## src/pkg/ape_pkg.sv

```systemverilog
// Constants, encodings and helpers shared by the accumulator and port execution block.
package ape_pkg;
   localparam int          NIB_W        = 4;
   localparam int          WORD_W       = 10;
   localparam int          PAGE_W       = 2;
   localparam int          ROM_AW       = 10;
   localparam int          NPORT        = 8;
   localparam int          FLD_CLS      = 6;
   localparam int          FLD_BANK     = 5;
   localparam int          FLD_FORM     = 4;
   localparam logic [3:0]  CLS_AND      = 4'hd;
   localparam logic [3:0]  CLS_OR       = 4'he;
   localparam logic [3:0]  CLS_XOR      = 4'ha;
   localparam logic [3:0]  CLS_MOVE     = 4'hf;
   localparam logic [3:0]  CLS_STORE    = 4'h2;
   localparam logic [3:0]  CLS_PAIR     = 4'h3;
   localparam logic [3:0]  CLS_SYS      = 4'h1;
   localparam logic [4:0]  ROM_TAIL     = 5'h10;
   localparam logic [5:0]  IMM_TAIL     = 6'h31;
   localparam logic [1:0]  PORT_MARK    = 2'h3;
   localparam logic [2:0]  PAIR_MARK    = 3'h3;
   localparam logic [9:0]  OP_INC       = 10'h293;
   localparam logic [9:0]  OP_RL        = 10'h3f3;
   localparam logic [9:0]  OP_RLZ       = 10'h3d3;
   localparam logic [9:0]  OP_ALL_ONES_CARRY_OP      = 10'h393;
   localparam logic [9:0]  OP_HALT      = 10'h051;
   localparam logic [9:0]  OP_STATUS_TEST_OP_IMM  = 10'h071;
   localparam logic [1:0]  LOP_AND      = 2'h0;
   localparam logic [1:0]  LOP_OR       = 2'h1;
   localparam logic [1:0]  LOP_XOR      = 2'h2;
   localparam logic [1:0]  REG_PAGE     = 2'h0;
   localparam logic [1:0]  REG_STAT     = 2'h1;
   localparam logic [3:0]  ACC_RST      = 4'h0;
   localparam logic [3:0]  ALL_ONES     = 4'hf;
   localparam logic [PAGE_W-1:0] PAGE_RST = 2'h0;
   localparam logic [4:0]  PTR_LO_ADDR  = 5'h00;
   localparam logic [4:0]  PTR_HI_ADDR  = 5'h10;

   typedef enum logic {ST_RUN, ST_STANDBY} ape_state_type;

   // Maps a port index to {valid, slot}; only indices 0, 1, 3 and 4 exist.
   function automatic logic [2:0] port_slot(input logic [2:0] idx);
      logic [2:0] r;
      r = 3'h0;
      unique case (idx)
         3'h0: r = 3'h4;
         3'h1: r = 3'h5;
         3'h3: r = 3'h6;
         3'h4: r = 3'h7;
         default: r = 3'h0;
      endcase
      return r;
   endfunction
endpackage

```

## src/pkg/ape_core_if.sv

```systemverilog
// Interface joining the execution core to its register file and logic unit.
`timescale 1ns/1ps
`default_nettype none
interface ape_core_if;
   logic [4:0] raddr;
   logic [3:0] rdata;
   logic [3:0] ptr_hi;
   logic [3:0] ptr_lo;
   logic       we;
   logic [4:0] waddr;
   logic [3:0] wdata;
   logic [1:0] lop;
   logic [3:0] la;
   logic [3:0] lb;
   logic [3:0] lres;
   logic       lcy;
   modport core (output raddr, we, waddr, wdata, lop, la, lb,
                 input rdata, ptr_hi, ptr_lo, lres, lcy);
   modport rf (input raddr, we, waddr, wdata, output rdata, ptr_hi, ptr_lo);
   modport lu (input lop, la, lb, output lres, lcy);
endinterface
`default_nettype wire

```

## src/core/ape_regfile.sv

```systemverilog
// General register file: two banks of sixteen nibbles, one addressed read port, two fixed pointer taps and one write port.
`timescale 1ns/1ps
`default_nettype none
module ape_regfile (
   input wire logic  clk,
   input wire logic  rst_b,
   ape_core_if.rf    rf
);
   import ape_pkg::*;
   logic [3:0] mem_q [32];

   always_ff @(posedge clk or negedge rst_b) begin
      if (!rst_b) begin
         for (int i = 0; i < 32; i++) begin
            mem_q[i] <= 4'h0;
         end
      end else if (rf.we) begin
         mem_q[rf.waddr] <= rf.wdata;
      end
   end

   assign rf.rdata  = mem_q[rf.raddr];
   assign rf.ptr_lo = mem_q[PTR_LO_ADDR];
   assign rf.ptr_hi = mem_q[PTR_HI_ADDR];
endmodule
`default_nettype wire

```

## src/core/ape_logic_unit.sv

```systemverilog
// Nibble logic unit for AND, OR and XOR with their carry rules.
`timescale 1ns/1ps
`default_nettype none
module ape_logic_unit (
   ape_core_if.lu lu
);
   import ape_pkg::*;
   logic top_and;

   assign top_and = lu.la[3] & lu.lb[3];
   assign lu.lres = (lu.lop == LOP_OR)  ? (lu.la | lu.lb) :
                    (lu.lop == LOP_XOR) ? (lu.la ^ lu.lb) : (lu.la & lu.lb);
   // OR always clears carry; AND and XOR take the product of the old top bits.
   assign lu.lcy  = (lu.lop == LOP_OR) ? 1'b0 : top_and;
endmodule
`default_nettype wire

```

## src/core/ape_exec.sv

```systemverilog
// Accumulator, port and register-transfer instruction execution for the 4-bit core.
//
// Chosen here: the address-and-strobe port and the placing of the registers.
`timescale 1ns/1ps
`default_nettype none
module ape_exec (
   input  wire logic                            clk,
   input  wire logic                            rst_b,
   input  wire logic                            instr_valid,
   input  wire logic [ape_pkg::WORD_W-1:0]      instr_word,
   input  wire logic [ape_pkg::WORD_W-1:0]      instr_ext,
   input  wire logic [ape_pkg::WORD_W-1:0]      rom_data,
   output logic      [ape_pkg::ROM_AW-1:0]      rom_addr_q,
   input  wire logic [ape_pkg::NPORT*4-1:0]     port_pin_in,
   output logic      [ape_pkg::NPORT*4-1:0]     port_out_q,
   input  wire logic [3:0]                      wake_in,
   input  wire logic [3:0]                      status_in,
   output logic      [3:0]                      acc_q,
   output logic                                 carry_q,
   output logic                                 flag_q,
   output logic                                 standby_q,
   output logic                                 int_reset_q,
   input  wire logic [1:0]                      reg_addr,
   input  wire logic [7:0]                      reg_wdata,
   input  wire logic                            reg_wr,
   input  wire logic                            reg_rd,
   output logic      [7:0]                      reg_rdata_q
);
   import ape_pkg::*;

   ape_core_if cif ();

   ape_regfile u_rf (
      .clk   (clk),
      .rst_b (rst_b),
      .rf    (cif.rf)
   );

   ape_logic_unit u_lu (
      .lu (cif.lu)
   );

   ape_state_type             state_q;
   ape_state_type             state_d;
   logic [31:0]               pin_meta_q;
   logic [31:0]               pin_s_q;
   logic [3:0]                wake_meta_q;
   logic [3:0]                wake_s_q;
   logic [3:0]                stat_meta_q;
   logic [3:0]                stat_s_q;
   logic [3:0]                mask_q;
   logic [3:0]                mask_d;
   logic [PAGE_W-1:0]         page_q;
   logic [PAGE_W-1:0]         page_d;
   logic [3:0]                acc_d;
   logic                      carry_d;
   logic                      flag_d;
   logic                      irst_d;
   logic [31:0]               port_d;
   logic [7:0]                rdata_d;

   wire  [3:0] cls      = instr_word[WORD_W-1:FLD_CLS];
   wire        bank     = instr_word[FLD_BANK];
   wire  [2:0] slot_w   = port_slot(instr_word[2:0]);
   wire  [2:0] pidx     = {bank, slot_w[1:0]};
   wire  [2:0] hi_idx   = {1'b1, slot_w[1:0]};
   wire  [2:0] lo_idx   = {1'b0, slot_w[1:0]};
   wire        f_reg    = !instr_word[FLD_FORM];
   wire        f_port   = (instr_word[4:3] == PORT_MARK) && slot_w[2];
   wire        f_rom    = (instr_word[4:0] == ROM_TAIL);
   wire        f_imm    = (instr_word[5:0] == IMM_TAIL);
   wire        f_any    = f_reg | f_port | f_rom | f_imm;
   wire        exec     = instr_valid && (state_q == ST_RUN);
   wire        special  = (instr_word == OP_ALL_ONES_CARRY_OP);
   wire        lg_op    = f_any && !special &&
                          (cls == CLS_AND || cls == CLS_OR || cls == CLS_XOR);
   wire        mv_op    = (cls == CLS_MOVE) && f_any;
   wire        is_inc   = (instr_word == OP_INC);
   wire        is_rl    = (instr_word == OP_RL);
   wire        is_rlz   = (instr_word == OP_RLZ);
   wire        is_all_ones_carry_op  = special;
   wire        is_halt  = (instr_word == OP_HALT);
   wire        status_test_op_imm = (instr_word == OP_STATUS_TEST_OP_IMM);
   wire        status_test_op_reg = (cls == CLS_SYS) && f_reg && bank;
   wire        is_out   = (cls == CLS_STORE) && f_port;
   wire        is_pair  = (cls == CLS_PAIR) && (instr_word[5:3] == PAIR_MARK) && slot_w[2];
   wire  [3:0] port_val = pin_s_q[{pidx, 2'b00} +: 4];
   wire  [3:0] rom_nib  = instr_word[FLD_BANK] ? rom_data[3:0] : rom_data[7:4];
   wire  [3:0] operand  = f_reg  ? cif.rdata :
                          f_port ? port_val  :
                          f_rom  ? rom_nib   : instr_ext[3:0];
   wire  [3:0] acc_inc  = acc_q + 4'h1;
   wire  [4:0] rot_w    = {acc_q[3], acc_q[2:0], acc_q[3]};
   wire  [3:0] status_test_op_sel = status_test_op_reg ? cif.rdata : instr_ext[3:0];
   wire        status_test_op_hit = |(status_test_op_sel & stat_s_q);
   wire        release_w = |(mask_q & wake_s_q);
   wire        cy3      = acc_q[3] & operand[3];
   wire  [3:0] ptr_lo_d = (cif.we && cif.waddr == PTR_LO_ADDR) ? acc_q : cif.ptr_lo;
   wire  [3:0] ptr_hi_d = (cif.we && cif.waddr == PTR_HI_ADDR) ? acc_q : cif.ptr_hi;

   // Register file and logic unit hookup; STATUS_TEST_OP always reads bank 0.
   assign cif.raddr = {bank & !status_test_op_reg, instr_word[3:0]};
   assign cif.we    = exec && (cls == CLS_STORE) && f_reg;
   assign cif.waddr = {bank, instr_word[3:0]};
   assign cif.wdata = acc_q;
   assign cif.lop   = (cls == CLS_OR) ? LOP_OR : (cls == CLS_XOR) ? LOP_XOR : LOP_AND;
   assign cif.la    = acc_q;
   assign cif.lb    = operand;
   assign page_d    = (reg_wr && reg_addr == REG_PAGE) ? reg_wdata[PAGE_W-1:0] : page_q;
   assign rdata_d   = !reg_rd ? 8'h00 :
                      (reg_addr == REG_PAGE) ? {6'h00, page_q} :
                      (reg_addr == REG_STAT) ? {1'b0, standby_q, flag_q, carry_q, acc_q} : 8'h00;

   always_comb begin
      state_d = state_q;
      mask_d  = mask_q;
      acc_d   = acc_q;
      carry_d = carry_q;
      flag_d  = flag_q;
      irst_d  = 1'b0;
      port_d  = port_out_q;
      unique case (state_q)
         ST_STANDBY: begin
            if (release_w) begin
               state_d = ST_RUN;
            end
         end
         ST_RUN: begin
            if (!instr_valid) begin
               state_d = ST_RUN;
            end else if (lg_op) begin
               acc_d   = cif.lres;
               carry_d = cif.lcy;
            end else if (mv_op) begin
               acc_d   = operand;
               carry_d = 1'b0;
            end else if (is_inc) begin
               acc_d   = acc_inc;
               carry_d = (acc_inc == 4'h0);
            end else if (is_rlz && acc_q == 4'h0) begin
               acc_d   = ACC_RST;
               carry_d = 1'b0;
               irst_d  = 1'b1;
            end else if (is_rl || is_rlz) begin
               acc_d   = rot_w[3:0];
               carry_d = rot_w[4];
            end else if (is_all_ones_carry_op) begin
               carry_d = (acc_q == ALL_ONES);
            end else if (is_halt) begin
               state_d = ST_STANDBY;
               mask_d  = instr_ext[3:0];
            end else if (status_test_op_imm || status_test_op_reg) begin
               flag_d = status_test_op_hit;
            end else if (is_out) begin
               port_d[{pidx, 2'b00} +: 4] = acc_q;
            end else if (is_pair) begin
               port_d[{hi_idx, 2'b00} +: 4] = instr_ext[8:5];
               port_d[{lo_idx, 2'b00} +: 4] = instr_ext[3:0];
            end
         end
      endcase
   end

   always_ff @(posedge clk or negedge rst_b) begin
      if (!rst_b) begin
         pin_meta_q  <= 32'h0;
         pin_s_q     <= 32'h0;
         wake_meta_q <= 4'h0;
         wake_s_q    <= 4'h0;
         stat_meta_q <= 4'h0;
         stat_s_q    <= 4'h0;
      end else begin
         pin_meta_q  <= port_pin_in;
         pin_s_q     <= pin_meta_q;
         wake_meta_q <= wake_in;
         wake_s_q    <= wake_meta_q;
         stat_meta_q <= status_in;
         stat_s_q    <= stat_meta_q;
      end
   end

   always_ff @(posedge clk or negedge rst_b) begin
      if (!rst_b) begin
         state_q     <= ST_RUN;
         standby_q   <= 1'b0;
         mask_q      <= 4'h0;
         acc_q       <= ACC_RST;
         carry_q     <= 1'b0;
         flag_q      <= 1'b0;
         int_reset_q <= 1'b0;
         port_out_q  <= 32'h0;
         page_q      <= PAGE_RST;
         rom_addr_q  <= 10'h000;
         reg_rdata_q <= 8'h00;
      end else begin
         state_q     <= state_d;
         standby_q   <= (state_d == ST_STANDBY);
         mask_q      <= mask_d;
         acc_q       <= acc_d;
         carry_q     <= carry_d;
         flag_q      <= flag_d;
         int_reset_q <= irst_d;
         port_out_q  <= port_d;
         page_q      <= page_d;
         rom_addr_q  <= {page_d, ptr_hi_d, ptr_lo_d};
         reg_rdata_q <= rdata_d;
      end
   end
endmodule
`default_nettype wire

```

## config.mk

```make
export PLATFORM = sky130hd
export DESIGN_NAME = ape_exec
export DESIGN_NICKNAME = d
export VERILOG_FILES = /design/src/pkg/ape_pkg.sv /design/src/pkg/ape_core_if.sv /design/src/core/ape_regfile.sv /design/src/core/ape_logic_unit.sv /design/src/core/ape_exec.sv
export SDC_FILE = /design/constraint.sdc
export NUM_CORES = 1
export LEC_CHECK = 0
export BUFFER_PORTS_ARGS = -buffer_cell sky130_fd_sc_hd__buf_2
export CAP_MARGIN = 20
export CORE_ASPECT_RATIO = 1.25
export CORE_MARGIN = 2
export CORE_UTILIZATION = 51
export DETAILED_ROUTE_END_ITERATION = 7
export PLACE_DENSITY = 0.68
export REMOVE_ABC_BUFFERS = 1
export SYNTH_ARGS = -nofsm -noshare
export SYNTH_HDL_FRONTEND = slang
export SYNTH_SLANG_ARGS = --single-unit
```

## constraint.sdc

```tcl
create_clock -name clk -period 5.83 [get_ports clk]
set_input_delay 1.166 -clock clk [delete_from_list [all_inputs] [get_ports clk]]
set_output_delay 1.166 -clock clk [all_outputs]
set_load 0.05 [all_outputs]
```

==> impl_results.md, run 1 <==
* Vias per cell at 5.95
* Initial antenna violation count at 1
* WL final at 32,000 um
* Cell Count, Final, Fillers Out at 1,484
* YS warnings at 0
* Area growth syn-to-layout at 14.0%
* Top cell type's share of synthesized area at 52.6%
* Crit path launch type: input pin
* Most numerous cell in the Yosys netlist: dfrtp_1
* Leading area contributor after synthesis: dfrtp_1
* Top cells by count, synth: dfrtp_1 (269), mux2_2 (147), nand2_1 (66)
* Peak VDD IR at 0.204 mV
* CTS tree: built
* Grt ovf at 0
* Slowest-stage cell, CP: ha_1
* Die area at 0.0264 mm2
* FP Rows at 64
* Leakage Power at 6.81 nW
* Worst-margin pin slew at 0.996 ns
* Fill count at 1,967
* Tmin final at 4.58 ns
* Min-Delay Path Class: reg -> reg
* Synthesized area at 0.0128 mm2
* Slew Viols, Final at 0
* Post-synthesis sequential area ratio at 52.6%
* Hold Buf Count CTS at 0
* Yosys reg bits at 269
* DR WL/cell at 21.6 um
* All-Layer GR Usage at 24.2%
* Placer Congestion at 0.873
* Kind of end point of the critical path: flip-flop
* Slew headroom at 33.6%
* HPWL after DPL at 21,800 um
* EDFF count, synth at 0
* Sink Count at 269
* Final Setup Violations at 0
* Synth top area cells: dfrtp_1 (53%), mux2_2 (13%), mux4_2 (5.5%)
* Avg Inst Size Synth at 12.5 um2
* Port Buffers at 131
* First-pass GRT wire length at 50,300 um
* Clock skew at 0.0268 ns
* Die Wd at 146 um
* Flop-to-flop setup slack at 2.81 ns
* Nets@finish at 1,240
* Top Ports at 143
* CP Cell Sequence: buf_4 > xnor2_1 > nor2_1 > inv_1 > ha_1 > ha_1 > nand2b_1 > or3_1 > o21a_1 > nor2_2 > mux2_1
* Maximum clock path buffer count at 3
* Diodes inserted at 0
* Clk root buf: clkbuf_16
* Distinct cells, synth at 89
* Die H at 181 um
* Share of layout cells above drive strength 1 at 35.1%
* Final Cycle Share at 78.6%
* Pin count of the biggest net entering global routing at 144
* Max_cap viols at 0
* DRC errors left at 0
* CTS buffer count at 27
* Crit-path max FO at 28
* Status: finished clean
* Fin Setup TNS at 0 ns
* RSZ-0062 raised after global routing: no
* Final Hold Vio Count at 0
* Vias in the first global route at 8,848
* PD cells at 271 mW/mm2
* CP Class: in -> reg
* Detail Route Antenna Nets at 0
* DRT Pass-1 Iters at 8
* Placed Cells at 1,434
* Ys async rst share at 100%
* CTS resizes at 0
* Clk Latency, worst-skew pair at 0.56 ns
* Clock slew seen by the registers of the worst setup and hold paths at 0.06 ns
* CORE AREA at 0.0246 mm2
* Routed vias at 8,826
* Post-CTS Setup Bufs at 0
* Crit path DAT at 5.00 ns
* Achievable Freq at 218 MHz
* Initial Utilization at 52.1%
* Most used cell along the critical path: ha_1
* Data required, critical path at 6.25 ns
* Top_reg_cell synth: dfrtp_1
* Slowest stage delay, CP at 0.57 ns
* Cells after synthesis at 1,021
* Max H-tree Level at 1
* Initial DRC Count at 632
-- worst max-delay path: cells and delay by family --
family	cells	cell delay, ns
AOI/OAI and AO/OA	1	0.22
and+or+nand+nor	4	1.29
muxes	1	0.34
xor gates and xnor gates	1	0.18
adders and majority gates	2	1.07
buffers and inverters	2	0.69
-- path summary, 6_finish.rpt --
path                           startpoint        endpoint  cells past startpoint
max                         instr_word[0]   port_out_q[8]                     11
min                        wake_meta_q[3]     wake_s_q[3]                      0
max reg2reg                       state_q   u_rf.mem_q[2]                      6
min reg2reg                wake_meta_q[3]     wake_s_q[3]                      0
max in group asynchronous           rst_b  u_rf.mem_q[41]                      2
min in group asynchronous           rst_b  reg_rdata_q[0]                      1
-- registers in the layout, summed over array words and instances (netlist names) --
name	count
acc_q	4
carry_q	1
flag_q	1
int_reset_q	1
mask_q	4
page_q	2
pin_meta_q	32
pin_s_q	32
port_out_q	32
reg_rdata_q	7
rom_addr_q	8
stat_meta_q	4
stat_s_q	4
state_q	1
u_rf.mem_q	120
u_rf.rf.ptr_hi	4
u_rf.rf.ptr_lo	4
wake_meta_q	4
wake_s_q	4
-- metal layers --
metal  share of wire, %  track usage [%]  routed length, um
met1                 41             32.8              13100
met2                 49             40.0              15800
met3                6.1             3.46               1950
met4                3.5             9.10               1130
met5                  0                0                  0
-- power by group --
| group | total [mW] | switching, mW | internal, mW |
|---|---|---|---|
| combinational | 0.329 | 0.227 | 0.102 |
| clock | 1.70 | 0.721 | 0.983 |
| sequential | 1.92 | 0.0178 | 1.90 |
-- metrics by stage --
stage	area (um2)	power, mW	utilization (%)	setup WS, ns	hold WS [ns]
3_3_place_gp	13700	2.28	55.7	0.869	0.332
5_1_grt	14600	4.10	59.4	0.959	0.346
4_1_cts	14600	3.99	59.3	1.34	0.336
2_1_floorplan	12500	2.11	-	1.80	0.331
6_report	14600	3.95	59.4	1.25	0.341
3_5_place_dp	13700	2.28	55.7	0.789	0.335
-- area by class of cell --
| class | count | area (um2) | share of cell area [%] |
|---|---|---|---|
| Timing Repair Buffer | 141 | 788 | 5.40 |
| Inverter | 24 | 90.1 | 0.617 |
| Tap cell | 330 | 413 | 2.83 |
| Clock inverter | 11 | 90.1 | 0.617 |
| Multi-Input combinational cell | 671 | 5690 | 39.0 |
| Sequential cell | 269 | 6730 | 46.1 |
| Clock buffer | 38 | 787 | 5.39 |
-- cells in the final DEF, fill, tap and decap left out, drive strengths merged, types with 9 or more instances in the layout --
| cell | instances |
|---|---|
| a21oi | 20 |
| a22oi | 20 |
| buf | 141 |
| clkbuf | 38 |
| clkinv | 9 |
| dfrtp | 269 |
| ha | 21 |
| inv | 24 |
| mux2 | 155 |
| mux2i | 12 |
| mux4 | 31 |
| nand2 | 66 |
| nand2b | 15 |
| nand3 | 29 |
| nand4 | 11 |
| nor2 | 59 |
| nor2b | 10 |
| o21ai | 52 |
| o22a | 9 |
| o22ai | 18 |
| o31ai | 9 |
-- logic make-up (layout without fill, tap and decap cells) --
group / count (synthesis) / count (layout) / synth area share [%]
AOI/OAI and AO/OA: 197 / 197 / 11.2
adders and majority gates: 21 / 21 / 2.05
muxes: 198 / 198 / 20.1
other: 1 / 1 / 0.0293
xor gates and xnor gates: 3 / 3 / 0.264
and+or+nand+nor: 251 / 251 / 10.8
DFF: 269 / 269 / 52.6
buffers and inverters: 81 / 214 / 2.96
(Power assumes the default switching activity.)
==> run 2, diff against run 1 <==
==> constraint.sdc (replaced) <==
create_clock -name clk -period 4.75 [get_ports clk]
set_input_delay 0.95 -clock clk [delete_from_list [all_inputs] [get_ports clk]]
set_output_delay 0.95 -clock clk [all_outputs]
set_load 0.05 [all_outputs]
==> impl_results.md, run 2 (synthesis gave the netlist of run 1 again) <==
* Placer Congestion at 0.889 (+1.8%)
* Crit-path max FO at 23 (-18%)
* Kind of end point of the critical path: flip-flop
* Nets@finish at 1,253 (+1.0%)
* Peak VDD IR at 0.242 mV (+19%)
* Initial antenna violation count at 2 (+1)
* Biggest register: u_rf.mem_q
* Flop-to-flop setup slack at 1.97 ns (-0.84 ns)
* Busiest layer in global routing: met2
* Post-CTS Setup Bufs at 0 (unchanged)
* Worst-margin pin slew at 1.03 ns (+0.0362 ns)
* Top Ports at 143 (unchanged)
* Vias in the first global route at 9,110 (+3.0%)
* CTS resizes at 0 (unchanged)
* Pin count of the biggest net entering global routing at 110 (-24%)
* Sink Count at 269 (unchanged)
* Hold Buf Count CTS at 0 (unchanged)
* Port Buffers at 131 (unchanged)
* Crit path DAT at 4.00 ns (-1.00 ns)
* Detail Route Antenna Nets at 0 (unchanged)
* Clock slew seen by the registers of the worst setup and hold paths at 0.06 ns (about the same)
* Vias per cell at 5.96 (+0.19%)
* FP Rows at 64 (unchanged)
* Slew Viols, Final at 0 (unchanged)
* Die Wd at 146 um (unchanged)
* Most frequent cells in the layout: dfrtp_1 (269), mux2_2 (147), buf_2 (129)
* Fill count at 1,976 (+0.46%)
* Final Cycle Share at 75.7%
* Grt ovf at 0 (unchanged)
* First-pass GRT wire length at 51,000 um (+1.4%)
* Commonest non-fill, non-tap cell in the layout: dfrtp_1
* CTS tree: built
* Met1 Usage GRT at 31.6% (-1.2 points)
* CTS buffer count at 27 (unchanged)
* Crit path launch type: input pin
* Max_cap viols at 0 (unchanged)
* Status: finished clean
* Global routing usage on met2 at 42.0% (+2.0 points)
* M3 GR Usage at 3.86% (+0.40 points)
* Clk Latency, worst-skew pair at 0.54 ns (-0.02 ns)
* DR WL/cell at 21.5 um (-0.47%)
* Maximum clock path buffer count at 3 (unchanged)
* Initial Utilization at 52.1% (unchanged)
* Die area at 0.0264 mm2 (unchanged)
* WHS at 0.346 ns (+0.00483 ns)
* Placed Area at 0.0138 mm2 (+0.68%)
* Max H-tree Level at 1 (unchanged)
* Die H at 181 um (unchanged)
* Slew headroom at 31.2% (-2.4 points)
* Clock skew at 0.0158 ns (-0.0110 ns)
* HPWL after DPL at 22,000 um (+1.2%)
* Area of the multi-input gates at 0.00569 mm2 (unchanged)
* Fin Setup TNS at 0 ns (unchanged)
* CORE AREA at 0.0246 mm2 (unchanged)
* Final Hold Vio Count at 0 (unchanged)
* Design area at 0.0148 mm2 (+1.2%)
* DRT Pass-1 Iters at 5 (-3)
* Achievable Freq at 278 MHz
* Clk root buf: clkbuf_16
* Routed vias at 8,926 (+1.1%)
* Seq. cell area at 0.00673 mm2 (unchanged)
* RSZ-0062 raised after global routing: no
* Data required, critical path at 5.16 ns (-1.09 ns)
* WL final at 32,200 um (+0.47%)
* PD cells at 345 mW/mm2 (+27%)
* CP Class: in -> reg
* Initial DRC Count at 530 (-16%)
* Final Setup Violations at 0 (unchanged)
* All-Layer GR Usage at 24.4% (+0.12 points)
* Tmin final at 3.60 ns
* Share of layout cells above drive strength 1 at 35.8% (+0.72 points)
* DRC errors left at 0 (unchanged)
* Area growth syn-to-layout at 15.3%
* Min-Delay Path Class: reg -> reg
* Leakage Power at 6.90 nW (+1.4%)
* Max reg flops at 120 (unchanged)
run 2: changes by cell type in the layout (fill, tap and decap cells not counted):
cell and delta:
clkinv_4 -1, buf_16 -1, clkinv_2 -3, buf_4 +15
clkbuf_8 -2, clkinvlp_4 +1, diode_2 +1, buf_12 -1
bufinv_16 +5
run 2: where the power goes:
group	leakage [nW]	internal [mW]	switching [mW]
Clock	0.479	1.45	0.881
Combinational	2.86	0.132	0.283
Sequential	3.56	2.33	0.0202
Total	6.90	3.91	1.18
run 2: final timing paths:
path	start	endpoint	depth (start not counted)
worst max-delay path	instr_word[0]	acc_q[3]	14
worst min-delay path	stat_meta_q[3]	stat_s_q[3]	0
worst max register to register	u_rf.rf.ptr_hi[3]	acc_q[3]	11
worst min register to register	stat_meta_q[3]	stat_s_q[3]	0
max in group asynchronous	rst_b	u_rf.mem_q[58]	2
min in group asynchronous	rst_b	reg_rdata_q[0]	1
run 2: final cells by class:
cell class	instances	area share (%)
diodes	1	0.0169
repair buffers	154	5.78
clock inverters	13	1.52
multi-input cells	671	38.6
clock buffers	36	5.14
flip-flops and latches	269	45.6
inverters	24	0.610
well taps	330	2.80
run 2: metal layers:
metal / share of wire [%] / wire [um]
met1: 40 / 12700
met2: 51 / 16400
met3: 6.5 / 2100
met4: 2.9 / 935
met5: 0.037 / 12
run 2: worst max-delay path: stages:
cell,delay [ns]
buf_4,0.36
buf_4,0.33
mux2_2,0.36
o22ai_1,0.33
o21ai_0,0.13
and3_1,0.21
a311oi_2,0.37
ha_1,0.31
nand2b_1,0.07
a21oi_1,0.06
a21oi_1,0.15
o32ai_1,0.11
mux2i_1,0.16
o21ai_1,0.08
run 2: per-stage QoR:
stage               worst slack, ns  instances  util (%)  power [mW]
floorplan                     0.932        964         -        2.59
global placement              0.676       1448      56.1        2.80
detailed placement            0.621       1448      56.1        2.81
CTS                            1.19       1497      60.1        5.14
global route                  0.980       1498      60.1        5.27
finish                         1.15       1498      60.1        5.09
==> run 3, diff against run 2 <==
--- a/config.mk
+++ b/config.mk
@@ -5,13 +5,14 @@
 export SDC_FILE = /design/constraint.sdc
 export NUM_CORES = 1
 export LEC_CHECK = 0
+export ABC_AREA = 1
 export BUFFER_PORTS_ARGS = -buffer_cell sky130_fd_sc_hd__buf_2
 export CAP_MARGIN = 20
 export CORE_ASPECT_RATIO = 1.25
 export CORE_MARGIN = 2
 export CORE_UTILIZATION = 51
 export DETAILED_ROUTE_END_ITERATION = 7
-export PLACE_DENSITY = 0.68
+export PLACE_DENSITY = 0.71
 export REMOVE_ABC_BUFFERS = 1
 export SYNTH_ARGS = -nofsm -noshare
 export SYNTH_HDL_FRONTEND = slang
==> constraint.sdc (replaced) <==
create_clock -name clk -period 3 [get_ports clk]
set_input_delay 0.6 -clock clk [delete_from_list [all_inputs] [get_ports clk]]
set_output_delay 0.6 -clock clk [all_outputs]
set_load 0.05 [all_outputs]
==> impl_results.md, run 3 <==
* DRC errors left at 0 (unchanged)
* Avg Inst Size Synth at 8.45 um2 (-33%)
* DR WL/cell at 17.3 um (-19%)
* Crit path launch type: input pin
* Pin count of the biggest net entering global routing at 75 (-32%)
* Synth top area cells: dfrtp_1 (55%), nand2_1 (14%), o21ai_0 (7.1%)
* CORE AREA at 0.0236 mm2 (-3.8%)
* Cells after synthesis at 1,451 (+42%)
* Int Pwr at 5.91 mW (+51%)
* Leading area contributor after synthesis: dfrtp_1
* Biggest register: u_rf.mem_q
* Tmin final at 2.63 ns
* Vias in the first global route at 10,800 (+19%)
* All-Layer GR Usage at 27.6% (+3.3 points)
* Slew headroom at 55.9% (+25 points)
* Die area at 0.0253 mm2 (-4.2%)
* Distinct cells, synth at 46 (-48%)
* Clk root buf: clkbuf_16
* Crit-path max FO at 8 (-65%)
* Yosys reg bits at 269 (unchanged)
* Worst reg-to-reg path cell count at 10 (-1)
* Hold Buf Count CTS at 0 (unchanged)
* EDFF count, synth at 0 (unchanged)
* Routed vias at 10,900 (+22%)
* Area growth syn-to-layout at 21.6%
* Reg-to-reg critical path endpoint: acc_q[1]
* Achievable Freq at 380 MHz
* Detail Route Antenna Nets at 0 (unchanged)
* Final Cycle Share at 87.6%
* Most numerous cell in the Yosys netlist: nand2_1
* FP Rows at 63 (-1.6%)
* Final Setup Violations at 0 (unchanged)
* Initial Utilization at 51.8% (-0.25 points)
* Post-CTS Setup Bufs at 0 (unchanged)
* Sink Count at 269 (unchanged)
* Placer Congestion at 0.924 (+4.0%)
* Initial antenna violation count at 0 (-2)
* Min-Delay Path Class: in -> async
* Nets@finish at 1,786 (+43%)
* Max_cap viols at 0 (unchanged)
* CTS resizes at 0 (unchanged)
* Initial DRC Count at 763 (+44%)
* Kind of end point of the critical path: flip-flop
* Top cells by count, synth: nand2_1 (452), dfrtp_1 (269), o21ai_0 (174)
* CTS buffer count at 27 (unchanged)
* Top Ports at 143 (unchanged)
* Worst-margin pin slew at 0.660 ns (-0.372 ns)
* Max H-tree Level at 1 (unchanged)
* Share of layout cells above drive strength 1 at 19.8% (-16 points)
* Die Wd at 143 um (-2.1%)
* Die H at 177 um (-2.1%)
* Commonest non-fill, non-tap cell in the layout: nand2_1
* Slew Viols, Final at 0 (unchanged)
* Most frequent cells in the layout: nand2_1 (452), dfrtp_1 (269), o21ai_0 (174)
* Fin Setup TNS at 0 ns (unchanged)
* Final Hold Vio Count at 0 (unchanged)
* DRT Pass-1 Iters at 5 (unchanged)
* Synthesized area at 0.0123 mm2 (-4.3%)
* Top_reg_cell synth: dfrtp_1
* Fraction of power spent switching nets at 24.5% (+1.3 points)
* Diodes inserted at 0 (-1)
* Top cell type's share of synthesized area at 54.9% (+2.3 points)
* Design area at 0.0149 mm2 (+0.92%)
* Combinational share of power at 9.6% (+1.5 points)
* Status: finished clean
* WL final at 34,500 um (+7.2%)
* HPWL after DPL at 24,800 um (+12%)
* Grt ovf at 0 (unchanged)
* CTS tree: built
* Data required, critical path at 3.46 ns (-1.70 ns)
* Clk Latency, worst-skew pair at 0.54 ns (about the same)
* Psw at 1.92 mW (+62%)
* Placed Area at 0.0140 mm2 (+1.7%)
* Max reg flops at 120 (unchanged)
* Reg power frac at 47.5% (+1.3 points)
* FF-to-FF Start: acc_q[0]
* Ys async rst share at 100% (unchanged)
* Post-synthesis sequential area ratio at 54.9% (+2.3 points)
* Crit path DAT at 3.09 ns (-0.91 ns)
* Flop-to-flop setup slack at 0.60 ns (-1.37 ns)
* Clock skew at 0.0154 ns (-0.000416 ns)
* Leakage Power at 7.22 nW (+4.6%)
* CP Class: in -> reg
* Vias per cell at 5.48 (-8.0%)
* Port Buffers at 131 (unchanged)
* Clock slew seen by the registers of the worst setup and hold paths at 0.07 ns (about the same)
* PD cells at 525 mW/mm2 (+52%)
* Maximum clock path buffer count at 3 (unchanged)
* Clock Power Share at 42.8% (-2.9 points)
* First-pass GRT wire length at 54,800 um (+7.4%)
* YS warnings at 0 (unchanged)
* RSZ-0062 raised after global routing: no
* Peak VDD IR at 0.391 mV (+62%)
## run 3: worst max-delay path by stage
stage	endpoint	slack, ns	from	depth (start not counted)
final	port_out_q[20]	0.37	instr_word[0]	15
after global routing	port_out_q[23]	0.15	instr_word[0]	14
after CTS	acc_q[3]	0.40	instr_word[0]	20
after detailed placement	port_out_q[20]	-0.15	instr_word[0]	15
after global placement	acc_q[3]	-0.10	instr_word[0]	20
after floorplan	port_out_q[20]	-0.49	instr_word[0]	11
## run 3: critical path: stages
cell,delay (ns)
buf_2,0.15
inv_2,0.09
nand2_1,0.10
nand2_2,0.08
o21ai_1,0.06
buf_4,0.17
buf_4,0.15
ha_1,0.19
buf_4,0.15
ha_1,0.27
nor4_2,0.42
nand2_1,0.16
a21oi_4,0.26
nor2_1,0.06
a21oi_1,0.13
## run 3: cells by family after synthesis
kind of cell	after synthesis	share of synthesized area (%)
other cells	1	0.0306
compound gates	289	12.7
fa+ha+maj	21	2.14
buf+inv	147	4.77
xor+xnor	2	0.143
flops	269	54.9
mux	7	0.643
simple gates	715	24.6
## run 3: power groups by stage
stage	combinational, mW	sequential [mW]	clock [mW]
floorplan	0.294	3.82	0
global placement	0.740	3.79	0
detailed placement	0.749	3.79	0
CTS	0.754	3.72	3.41
global route	0.826	3.73	3.56
finish	0.754	3.72	3.35
## run 3: cell type report
type / count / area, um2
Clock inverter: 14 / 161
Tap cell: 292 / 365
Inverter: 98 / 368
Multi-Input combinational cell: 1035 / 4940
Timing Repair Buffer: 249 / 1610
Sequential cell: 269 / 6730
Fill cell: 2023 / 8740
Clock buffer: 34 / 722
## run 3: through the flow
step | hold slack (ns) | setup WS (ns) | utilization (%) | instances | power [mW]
floorplan | 0.304 | -0.489 | - | 1402 | 4.11
global placement | 0.332 | -0.102 | 59.3 | 1943 | 4.53
detailed placement | 0.335 | -0.149 | 59.3 | 1943 | 4.54
CTS | 0.0349 | 0.400 | 63.0 | 1991 | 7.88
global route | 0.0576 | 0.153 | 63.0 | 1991 | 8.11
finish | 0.0226 | 0.371 | 63.0 | 1991 | 7.83
## run 3: layer usage
metal	GRT usage (%)	wire length (um)	vias up
li1	-	-	5226
met1	34.7	13700	5133
met2	47.7	17000	446
met3	3.40	2290	113
met4	12.8	1530	0
met5	0	0	-
